File: src/bsc_consts.vh
// Purpose: constants for the bus slave command decoder
// Assumes: 20-bit long-word frames, 8-bit short words, 10 MHz system clock
// Notes: every command code and frame field position lives here, with the address reset value
//
// Summary of operation
// - no traffic before initialization is accepted
// - first open-switch node takes address-zero init
// - nonvolatile flag recorded, address still assigned
// - further inits ignored until clear or reset
// - switch closes if requested and no fault
// - init frame: flags, group, address, command, CRC
// - init reply long word only, next message
// - init reply: address, zeros, fault, fields, CRC
// - bus fault flag reports downstream short
// - status reports flags, switch, output, pins
// - queries to address zero are ignored
// - query reply: address byte, payload, CRC
// - status byte: flags, output, switch, pins
// - undervoltage flag reads one while present
// - value query measures one I/O line
// - command code selects converter input
// - conversion in idle, sampled at command end
// - undervoltage or failure returns zero
// - value reply carries measurement low byte
// - reply size matches command size, next message
// - clear opens switch and resets registers
`ifndef BSC_CONSTS_VH
`define BSC_CONSTS_VH

// ----------------------------------------------------------------
// command codes
// ----------------------------------------------------------------
`define BSC_CMD_INIT 4'h0
`define BSC_CMD_STATUS 4'h1
`define BSC_CMD_VAL0 4'h2
`define BSC_CMD_VAL1 4'h5
`define BSC_CMD_VAL2 4'h6
`define BSC_CMD_CLEAR 4'h7
`define BSC_CMD_VAL3 4'h8

// ----------------------------------------------------------------
// frame field positions (bit 19 is sent first)
// ----------------------------------------------------------------
`define BSC_F_DATA_HI 19
`define BSC_F_DATA_LO 12
`define BSC_F_ADDR_HI 11
`define BSC_F_ADDR_LO 8
`define BSC_F_CMD_HI 7
`define BSC_F_CMD_LO 4
`define BSC_F_CRC_HI 3
`define BSC_F_CRC_LO 0
`define BSC_D_NVWRITE 7
`define BSC_D_SWITCH 6
`define BSC_D_GRP_HI 5
`define BSC_D_GRP_LO 4

// ----------------------------------------------------------------
// reset values and misc
// ----------------------------------------------------------------
`define BSC_ADDR_RESET 4'h0
`define BSC_ADDR_ZERO 4'h0
`define BSC_CRC_SEED 4'h0
`define BSC_ADC_ERROR 8'h00
`define BSC_ADC_MIN 8'h01

`endif

File: src/bsc_slave.v
// Purpose: command decoder of a daisy-chained bus slave node
// Assumes: a framer delivers whole received frames with a valid pulse
// Notes: replies are staged here and sent by the framer next message
`include "bsc_consts.vh"

module bsc_slave #(
    parameter ADC_TIMEOUT = 16'd1000,
    parameter [3:0] CRC_POLY = 4'h3
) (
    input wire SYS_CLK,
    input wire RST,
    input wire RX_VALID,
    input wire RX_LONG,
    input wire [19:0] RX_FRAME,
    input wire MSG_START,
    input wire UV_PIN,
    input wire BUS_SHORT_PIN,
    input wire [3:0] IO_PIN,
    input wire LOGIC_OUTPUT_PIN,
    input wire CONV_DONE,
    input wire CONV_FAIL,
    input wire [7:0] CONV_DATA,
    output reg TX_VALID,
    output reg TX_LONG,
    output reg [19:0] TX_FRAME,
    output wire BUS_SWITCH_CLOSED,
    output wire NODE_ACTIVE,
    output wire [3:0] NODE_ADDRESS,
    output wire NONVOLATILE_WRITE_FLAG,
    output wire CONV_START,
    output wire [1:0] CONV_SEL
);
    // ----------------------------------------------------------------
    // pin synchronisers
    // ----------------------------------------------------------------
    reg [2:0] meta_r; // first stage, read only by second
    reg [2:0] sync_r; // second stage
    reg [3:0] io_meta_r; // io first stage
    reg [3:0] io_sync_r; // io second stage
    wire uv_s; // undervoltage level
    wire short_s; // bus out short to battery
    wire logic_out_s; // logic output driven level

    assign uv_s = sync_r[0];
    assign short_s = sync_r[1];
    assign logic_out_s = sync_r[2];

    // two flops per asynchronous pin
    always @(posedge SYS_CLK or posedge RST) begin
        if (RST) begin
            meta_r <= 3'b000;
            sync_r <= 3'b000;
            io_meta_r <= 4'h0;
            io_sync_r <= 4'h0;
        end else begin
            meta_r <= {LOGIC_OUTPUT_PIN, BUS_SHORT_PIN, UV_PIN};
            sync_r <= meta_r;
            io_meta_r <= IO_PIN;
            io_sync_r <= io_meta_r;
        end
    end

    // ----------------------------------------------------------------
    // frame fields
    // ----------------------------------------------------------------
    wire [7:0] f_data; // data byte
    wire [3:0] f_addr; // destination address
    wire [3:0] f_cmd; // command code
    wire [3:0] f_crc; // received crc
    wire [3:0] rx_crc_calc; // recomputed crc
    wire crc_ok; // frame passes crc

    assign f_data = RX_FRAME[`BSC_F_DATA_HI:`BSC_F_DATA_LO];
    assign f_addr = RX_FRAME[`BSC_F_ADDR_HI:`BSC_F_ADDR_LO];
    assign f_cmd = RX_FRAME[`BSC_F_CMD_HI:`BSC_F_CMD_LO];
    assign f_crc = RX_FRAME[`BSC_F_CRC_HI:`BSC_F_CRC_LO];

    // crc over data, address and command of the received frame
    bsc_crc4 #(
        .WIDTH(16),
        .POLY(CRC_POLY)
    ) u_rx_crc (
        .data_in(RX_FRAME[19:4]),
        .crc_out(rx_crc_calc)
    );

    assign crc_ok = (rx_crc_calc == f_crc);

    // ----------------------------------------------------------------
    // node state
    // ----------------------------------------------------------------
    reg init_done_r; // initialization accepted
    reg [3:0] addr_r; // assigned node address
    reg [1:0] group_r; // group bits, stored and echoed in the init reply
    reg nvwrite_r; // nonvolatile write flag
    reg sw_closed_r; // bus switch closed
    reg fault_r; // bus fault seen at init
    reg uv_cmd_r; // undervoltage since last frame
    reg [3:0] pend_cmd_r; // reply kind pending
    reg pend_r; // reply pending
    reg pend_long_r; // reply size

    // ----------------------------------------------------------------
    // command decode
    // ----------------------------------------------------------------
    wire is_init; // init command
    wire is_value; // value query
    wire is_query; // status or value
    wire addr_hit; // addressed to this node
    wire init_take; // init accepted
    reg [1:0] val_sel; // converter channel

    assign is_init = (f_cmd == `BSC_CMD_INIT);
    assign is_value = (f_cmd == `BSC_CMD_VAL0) || (f_cmd == `BSC_CMD_VAL1) ||
        (f_cmd == `BSC_CMD_VAL2) || (f_cmd == `BSC_CMD_VAL3);
    assign is_query = is_value || (f_cmd == `BSC_CMD_STATUS);
    // zero address never matches a query
    assign addr_hit = init_done_r && (f_addr == addr_r) &&
        (f_addr != `BSC_ADDR_ZERO);
    // init: first open-switch node at address zero, or own programmed address
    assign init_take = RX_VALID && crc_ok && RX_LONG && is_init && !init_done_r &&
        !sw_closed_r && ((f_addr == `BSC_ADDR_ZERO) || (f_addr == addr_r));

    // command code to converter channel
    always @* begin
        case (f_cmd)
            `BSC_CMD_VAL1: val_sel = 2'd1;
            `BSC_CMD_VAL2: val_sel = 2'd2;
            `BSC_CMD_VAL3: val_sel = 2'd3;
            default: val_sel = 2'd0;
        endcase
    end

    wire adc_start; // value query accepted
    wire [7:0] adc_result; // measurement

    assign adc_start = RX_VALID && crc_ok && addr_hit && is_value;

    bsc_adc_ctl #(
        .TIMEOUT(ADC_TIMEOUT)
    ) u_adc (
        .clk(SYS_CLK),
        .rst(RST),
        .start(adc_start),
        .sel(val_sel),
        .uv_seen(uv_cmd_r | uv_s),
        .conv_done(CONV_DONE),
        .conv_fail(CONV_FAIL),
        .conv_data(CONV_DATA),
        .conv_start_r(CONV_START),
        .conv_sel_r(CONV_SEL),
        .result_r(adc_result),
        .busy_r()
    );

    // ----------------------------------------------------------------
    // state update on each received frame
    // ----------------------------------------------------------------
    always @(posedge SYS_CLK or posedge RST) begin
        if (RST) begin
            init_done_r <= 1'b0;
            addr_r <= `BSC_ADDR_RESET;
            group_r <= 2'b00;
            nvwrite_r <= 1'b0;
            sw_closed_r <= 1'b0;
            fault_r <= 1'b0;
            uv_cmd_r <= 1'b0;
            pend_r <= 1'b0;
            pend_long_r <= 1'b0;
            pend_cmd_r <= 4'h0;
        end else begin
            // undervoltage tracked across the command window
            if (RX_VALID) begin
                uv_cmd_r <= uv_s;
            end else if (uv_s) begin
                uv_cmd_r <= 1'b1;
            end
            // pending reply is consumed at next message start
            if (MSG_START) begin
                pend_r <= 1'b0;
            end
            if (init_take) begin
                addr_r <= f_data[3:0];
                group_r <= f_data[`BSC_D_GRP_HI:`BSC_D_GRP_LO];
                nvwrite_r <= f_data[`BSC_D_NVWRITE];
                sw_closed_r <= f_data[`BSC_D_SWITCH] && !short_s;
                fault_r <= short_s;
                init_done_r <= 1'b1;
                pend_r <= 1'b1;
                pend_long_r <= 1'b1;
                pend_cmd_r <= `BSC_CMD_INIT;
            end else if (RX_VALID && crc_ok && f_cmd == `BSC_CMD_CLEAR &&
                    (addr_hit || f_addr == `BSC_ADDR_ZERO)) begin
                // clear: back to reset values, switch open, no reply
                init_done_r <= 1'b0;
                addr_r <= `BSC_ADDR_RESET;
                group_r <= 2'b00;
                nvwrite_r <= 1'b0;
                sw_closed_r <= 1'b0;
                fault_r <= 1'b0;
                pend_r <= 1'b0;
            end else if (RX_VALID && crc_ok && addr_hit && is_query) begin
                pend_r <= 1'b1;
                pend_long_r <= RX_LONG;
                pend_cmd_r <= f_cmd;
            end
        end
    end

    // ----------------------------------------------------------------
    // reply assembly
    // ----------------------------------------------------------------
    reg [7:0] hi_byte; // address byte
    reg [7:0] lo_byte; // payload byte
    wire [3:0] tx_crc_long; // crc of 16 bits
    wire [3:0] tx_crc_short; // crc of 8 bits

    // payload by pending command
    always @* begin
        hi_byte = {addr_r, 4'h0};
        case (pend_cmd_r)
            `BSC_CMD_INIT: begin
                hi_byte = {addr_r, 3'b000, fault_r};
                lo_byte = {nvwrite_r, sw_closed_r, group_r, addr_r};
            end
            `BSC_CMD_STATUS: begin
                lo_byte = {nvwrite_r, uv_s, logic_out_s, sw_closed_r, io_sync_r};
            end
            default: begin
                lo_byte = adc_result;
            end
        endcase
    end

    bsc_crc4 #(
        .WIDTH(16),
        .POLY(CRC_POLY)
    ) u_tx_crc_l (
        .data_in({hi_byte, lo_byte}),
        .crc_out(tx_crc_long)
    );

    bsc_crc4 #(
        .WIDTH(8),
        .POLY(CRC_POLY)
    ) u_tx_crc_s (
        .data_in(lo_byte),
        .crc_out(tx_crc_short)
    );

    // drive reply at the start of the following message
    always @(posedge SYS_CLK or posedge RST) begin
        if (RST) begin
            TX_VALID <= 1'b0;
            TX_LONG <= 1'b0;
            TX_FRAME <= 20'h00000;
        end else begin
            TX_VALID <= 1'b0;
            if (MSG_START && pend_r) begin
                TX_VALID <= 1'b1;
                TX_LONG <= pend_long_r;
                if (pend_long_r) begin
                    TX_FRAME <= {hi_byte, lo_byte, tx_crc_long};
                end else begin
                    // short reply omits the high byte
                    TX_FRAME <= {8'h00, lo_byte, tx_crc_short};
                end
            end
        end
    end

    assign BUS_SWITCH_CLOSED = sw_closed_r;
    assign NODE_ACTIVE = init_done_r;
    assign NODE_ADDRESS = addr_r;
    assign NONVOLATILE_WRITE_FLAG = nvwrite_r;
endmodule

File: src/bsc_crc4.v
// Purpose: 4-bit CRC over a data field, most significant bit first
// Assumes: polynomial is a parameter and seed a shared constant, neither fixed by the bus
// Notes: purely combinational; used for both checking and generating
`include "bsc_consts.vh"

module bsc_crc4 #(
    parameter WIDTH = 16,
    parameter [3:0] POLY = 4'h3
) (
    input wire [WIDTH-1:0] data_in,
    output reg [3:0] crc_out
);
    // ----------------------------------------------------------------
    // serial division unrolled by a loop
    // ----------------------------------------------------------------
    integer i;
    reg fb; // feedback bit
    always @* begin
        fb = 1'b0;
        crc_out = `BSC_CRC_SEED;
        for (i = WIDTH - 1; i >= 0; i = i - 1) begin
            fb = crc_out[3] ^ data_in[i];
            crc_out = {crc_out[2:0], 1'b0} ^ (fb ? POLY : 4'h0);
        end
    end
endmodule

File: src/bsc_adc_ctl.v
// Purpose: conversion sequencer for a value query
// Assumes: converter answers with a done pulse or an error level
// Notes: result forced to the error code on undervoltage or failure
`include "bsc_consts.vh"

module bsc_adc_ctl #(
    parameter TIMEOUT = 16'd1000
) (
    input wire clk,
    input wire rst,
    input wire start, // command end pulse
    input wire [1:0] sel, // channel chosen
    input wire uv_seen, // undervoltage during command
    input wire conv_done, // converter result ready
    input wire conv_fail, // converter error
    input wire [7:0] conv_data, // converter result
    output reg conv_start_r, // sample/hold pulse
    output reg [1:0] conv_sel_r, // mux select
    output reg [7:0] result_r, // value for reply
    output reg busy_r // conversion in progress
);
    reg [15:0] tmo_r; // timeout counter
    reg uv_r; // undervoltage latched with start

    // ----------------------------------------------------------------
    // sequence: start, wait for done, check error
    // ----------------------------------------------------------------
    always @(posedge clk or posedge rst) begin
        if (rst) begin
            conv_start_r <= 1'b0;
            conv_sel_r <= 2'd0;
            result_r <= `BSC_ADC_ERROR;
            busy_r <= 1'b0;
            tmo_r <= 16'd0;
            uv_r <= 1'b0;
        end else begin
            conv_start_r <= 1'b0;
            if (start) begin
                // sample the input as it stood at command end
                conv_start_r <= 1'b1;
                conv_sel_r <= sel;
                busy_r <= 1'b1;
                tmo_r <= 16'd0;
                uv_r <= uv_seen;
                result_r <= `BSC_ADC_ERROR;
            end else if (busy_r) begin
                tmo_r <= tmo_r + 16'd1;
                if (conv_done) begin
                    busy_r <= 1'b0;
                    // error code on undervoltage or failure; a zero reading becomes the minimum code
                    if (uv_r || conv_fail) begin
                        result_r <= `BSC_ADC_ERROR;
                    end else if (conv_data == `BSC_ADC_ERROR) begin
                        result_r <= `BSC_ADC_MIN;
                    end else begin
                        result_r <= conv_data;
                    end
                end else if (conv_fail || tmo_r == TIMEOUT) begin
                    busy_r <= 1'b0;
                    result_r <= `BSC_ADC_ERROR;
                end
            end
        end
    end
endmodule

File: config.mk
export PLATFORM = sky130hd
export DESIGN_NAME = bsc_slave
export DESIGN_NICKNAME = d
export VERILOG_FILES = /design/src/bsc_slave.v /design/src/bsc_crc4.v /design/src/bsc_adc_ctl.v
export VERILOG_INCLUDE_DIRS = /design/src /design/src/src
export SDC_FILE = /design/constraint.sdc
export NUM_CORES = 1
export LEC_CHECK = 0
export BUFFER_PORTS_ARGS = -buffer_cell sky130_fd_sc_hd__buf_4
export CELL_PAD_IN_SITES_DETAIL_PLACEMENT = 0
export CELL_PAD_IN_SITES_GLOBAL_PLACEMENT = 1
export CORE_UTILIZATION = 43
export CTS_BUF_LIST = sky130_fd_sc_hd__clkbuf_16
export DETAILED_ROUTE_END_ITERATION = 10
export GPL_ROUTABILITY_DRIVEN = 0
export PLACE_DENSITY = 0.91
export SLEW_MARGIN = 40
export SYNTH_ARGS = -nofsm -noshare
export SYNTH_HDL_FRONTEND = slang
export SYNTH_SLANG_ARGS = --single-unit
File: constraint.sdc
create_clock -name SYS_CLK -period 3.7 [get_ports SYS_CLK]
set_clock_uncertainty 0.1 [all_clocks]
set_input_delay 0.74 -clock SYS_CLK [delete_from_list [all_inputs] [get_ports SYS_CLK]]
set_output_delay 0.74 -clock SYS_CLK [all_outputs]
set_load 0.01 [all_outputs]
==> flow_summary_export.csv <==
group,metric,value,unit
routing,dr_total_vias,3015,
die,core_area,8890,um^2
die,die_w,98.9,um
die,row_count,34,
cts,clkLatencyLatePin,0.33,ns
cts,cts.sinks,79,
cts,cts_tree,"done",
setup_path,cp.arrival,3.23,ns
global_route,antenna_found_initial,0,
cells_and_area,seq_area,1980,um^2
global_route,grt_usage,19.1,%
status,status,"complete, no violations",
cts,h-tree-depth,3,
sta,finalSetupViolations,0,
pwr,power_frac_comb,10.2,%
flow_run,max-cap-violations,0,
pwr,clkPwrFrac,46.2,%
setup_path,path_cells,"buf_4 > xor2_1 > xnor2_1 > xnor3_2 > xnor2_1 > a211o_1 > a21o_1 > nor3_4 > buf_4 > o21bai_1",
cts,cts_hold_buf,0,
setup_path,path_class,"in -> reg",
sta,hold_viol,0,
cts,ctsResizeCount,0,
setup_path,cp.required,3.86,ns
global_route,grt_pass1_wl,14500,um
cells_and_area,layout-drive-gt1-share,23.0,%
cells_and_area,nFillCells,771,
die,start_util,45.4,%
global_route,grt_pass1_vias,3027,
cells_and_area,area_growth,22.7,%
synthesis,synth_edf_count,0,
sta,grt_setup_unrepaired,"no",
hold_path,worst_hold_path_type,"reg -> reg",
cells_and_area,final_area,4960,um^2
sta,period_minus_slack,3.06,ns
cts,clock_path_buffers,2,
setup_path,startpoint_type,"input port",
sta,relSlewSlack,56.4,%
hold_path,min_to,"io_sync_r[0]$_DFF_PP0_",
global_route,grt_max_degree,36,
sta,drv_slew,0,
sta,worst_pin_slew,0.647,ns
synthesis,netlist_instances,397,
synthesis,synth_flop_cell,"dfrtp_1",
routing,post-route-drc-count,0,
routing,routed_wl,8680,um
setup_path,end_kind,"flip-flop",
die,io_pins,74,
setup_path,r2r_slack,1.03,ns
cts,clock-root-buffer,"clkbuf_16",
hold_path,min_from,"io_meta_r[0]$_DFF_PP0_",
synthesis,ys_ff_latch,79,
synthesis,synth_area,4040,um^2
synthesis,yosysWarnings,0,
pwr,p_total,2010,uW
setup_path,r2r_start,"NODE_ADDRESS[0]$_DFFE_PP0P_",
pwr,ir_drop,0.000186,V
place,numPortBuffers,70,
pwr,p_leak,0.00224,uW
setup_path,cp_top_family,"XOR/XNOR gates",
place,dp_hpwl,6420,um
pwr,switching_share,22.8,%
hold_path,worstHoldPathCells,0,
cts,post_cts_buffers,0,
die,die_area,9780,um^2
pwr,intPower,1560,uW
synthesis,synth_cell_types,51,
routing,avgRoutedWirePerCell,15.0,um
routing,drt_iter0_drc,114,
synthesis,ys_async_sr_fraction,100,%
setup_path,slowest_stage,"xnor3_2",
cts,clkTransAtPathRegs,0.06,ns
setup_path,r2r-end,"group_r[0]$_DFFE_PP0P_",
setup_path,cp_num_buf_inv,2,
place,placed_cell_area,4640,um^2
setup_path,path_max_fanout,17,
pwr,switchingPower,458,uW
sta,period_share,82.8,%
global_route,grt_remaining_overflow,0,
synthesis,synth_seq_area_share,48.9,%
die,die_y,98.9,um
cts,numCtsBuffers,9,
routing,drtAntennaViolNets,0,
cells_and_area,fin_nets,509,
pwr,seqPwrFrac,43.6,%
sta,max_freq,0.326,GHz
setup_path,r2r_cells,7,
pwr,powerDensity,406,nW/um^2
cells_and_area,multi_input_area,1920,um^2
setup_path,max_stage_delay,0.51,ns
routing,drt-vias-per-instance,5.22,
cells_and_area,layout_commonest_cell,"dfrtp_1",
sta,setup_tns,0,ns
routing,dr.pass1.iters,4,
cells_and_area,diodes,0,
synthesis,syn_avg_cell_area,10.2,um^2
cells_and_area,mostFrequentLayoutCells,"dfrtp_1, buf_4, nand2_1",
[layer usage]
metal | up-vias | part of all wire [%] | global-route usage (%)
li1 | 1490 | - | -
met1 | 1442 | 44 | 24.5
met2 | 70 | 50 | 32.3
met3 | 13 | 4.0 | 2.84
met4 | 0 | 1.4 | 7.69
met5 | - | 0 | 0
[per-stage QoR]
step / utilization [%] / setup slack (ns) / hold WS, ns / cells
floorplan: - / 0.595 / 0.231 / 399
detailed placement: 52.1 / 0.321 / 0.236 / 562
finish: 55.8 / 0.636 / 0.249 / 578
CTS: 55.7 / 0.646 / 0.248 / 578
global route: 55.8 / 0.479 / 0.254 / 578
global placement: 52.1 / 0.393 / 0.232 / 562
[logic make-up (layout without fill, tap and decap cells)]
logic type / after synthesis / in the layout / synth area share (%)
xor gates and xnor gates: 66 / 66 / 15.7
buffers and inverters: 32 / 103 / 3.93
AOI/OAI and AO/OA: 74 / 74 / 11.9
other: 1 / 3 / 0.0928
adders and majority gates: 2 / 2 / 0.619
and+or+nand+nor: 132 / 132 / 16.1
muxes: 11 / 11 / 2.73
DFF: 79 / 79 / 48.9
[state kept, by name, indices dropped and copies added (netlist names), 2 cells and up]
name              cells
u_adc.result_r        8
NODE_ADDRESS          4
sync_r                3
u_adc.tmo_r          16
io_sync_r             4
group_r               2
io_meta_r             4
TX_FRAME             17
u_adc.conv_sel_r      2
pend_cmd_r            4
meta_r                3
[power by group through the flow]
stage               clock network (uW)  registers [uW]  logic [uW]
finish                             931             878         205
global route                       983             878         222
CTS                                946             878         205
detailed placement                   0             893         203
global placement                     0             893         199
floorplan                            0             892         142
[how the worst max path moves through the flow]
stage	slack, ns	from	endpoint	cells past startpoint
2_1_floorplan	0.59	RX_FRAME[16]	u_adc.result_r[5]$_DFFE_PP0P_	10
3_3_place_gp	0.39	RX_FRAME[16]	u_adc.busy_r$_DFF_PP0_	10
3_5_place_dp	0.32	RX_FRAME[16]	u_adc.busy_r$_DFF_PP0_	10
4_1_cts	0.65	RX_FRAME[16]	u_adc.busy_r$_DFF_PP0_	10
5_1_grt	0.48	RX_FRAME[16]	u_adc.busy_r$_DFF_PP0_	10
6_report	0.64	RX_FRAME[16]	u_adc.busy_r$_DFF_PP0_	10
[area by class of cell]
type | count | share of cell area, %
repair buffers | 75 | 11.4
inverters | 12 | 0.909
multi-input cells | 288 | 38.8
flip-flops and latches | 79 | 39.9
clock inverters | 7 | 1.79
well taps | 108 | 2.73
clock buffers | 9 | 4.54
[worst reg2reg max path, cell delays in order, from the launching register on]
cell,delay (ns)
dfrtp_1,0.50
xor2_1,0.21
nor4_1,0.57
a21oi_1,0.17
or4_1,0.47
nand2_1,0.10
nand2_1,0.19
a22o_1,0.25
[synthesized netlist by cell type, drive strengths merged (2+ instances only)]
| master | n | area share [%] |
|---|---|---|
| a211o | 2 | 0.43 |
| a21o | 2 | 0.37 |
| a21oi | 7 | 0.87 |
| a22o | 12 | 2.6 |
| a22oi | 8 | 1.5 |
| a41oi | 2 | 0.43 |
| and3 | 2 | 0.31 |
| buf | 8 | 1.7 |
| clkbuf | 12 | 1.1 |
| dfrtp | 79 | 49 |
| ha | 2 | 0.62 |
| inv | 12 | 1.1 |
| mux2i | 11 | 2.7 |
| nand2 | 49 | 4.6 |
| nand2b | 6 | 0.93 |
| nand3 | 9 | 1.1 |
| nand3b | 2 | 0.37 |
| nand4 | 5 | 0.77 |
| nor2 | 38 | 4.2 |
| nor3 | 5 | 1.0 |
| nor4 | 5 | 0.77 |
| nor4b | 2 | 0.43 |
| o21ai | 33 | 4.1 |
| or4 | 3 | 0.56 |
| xnor2 | 33 | 7.2 |
| xnor3 | 4 | 2.3 |
| xor2 | 29 | 6.3 |
Note: power is estimated with default switching activity, not from simulation.
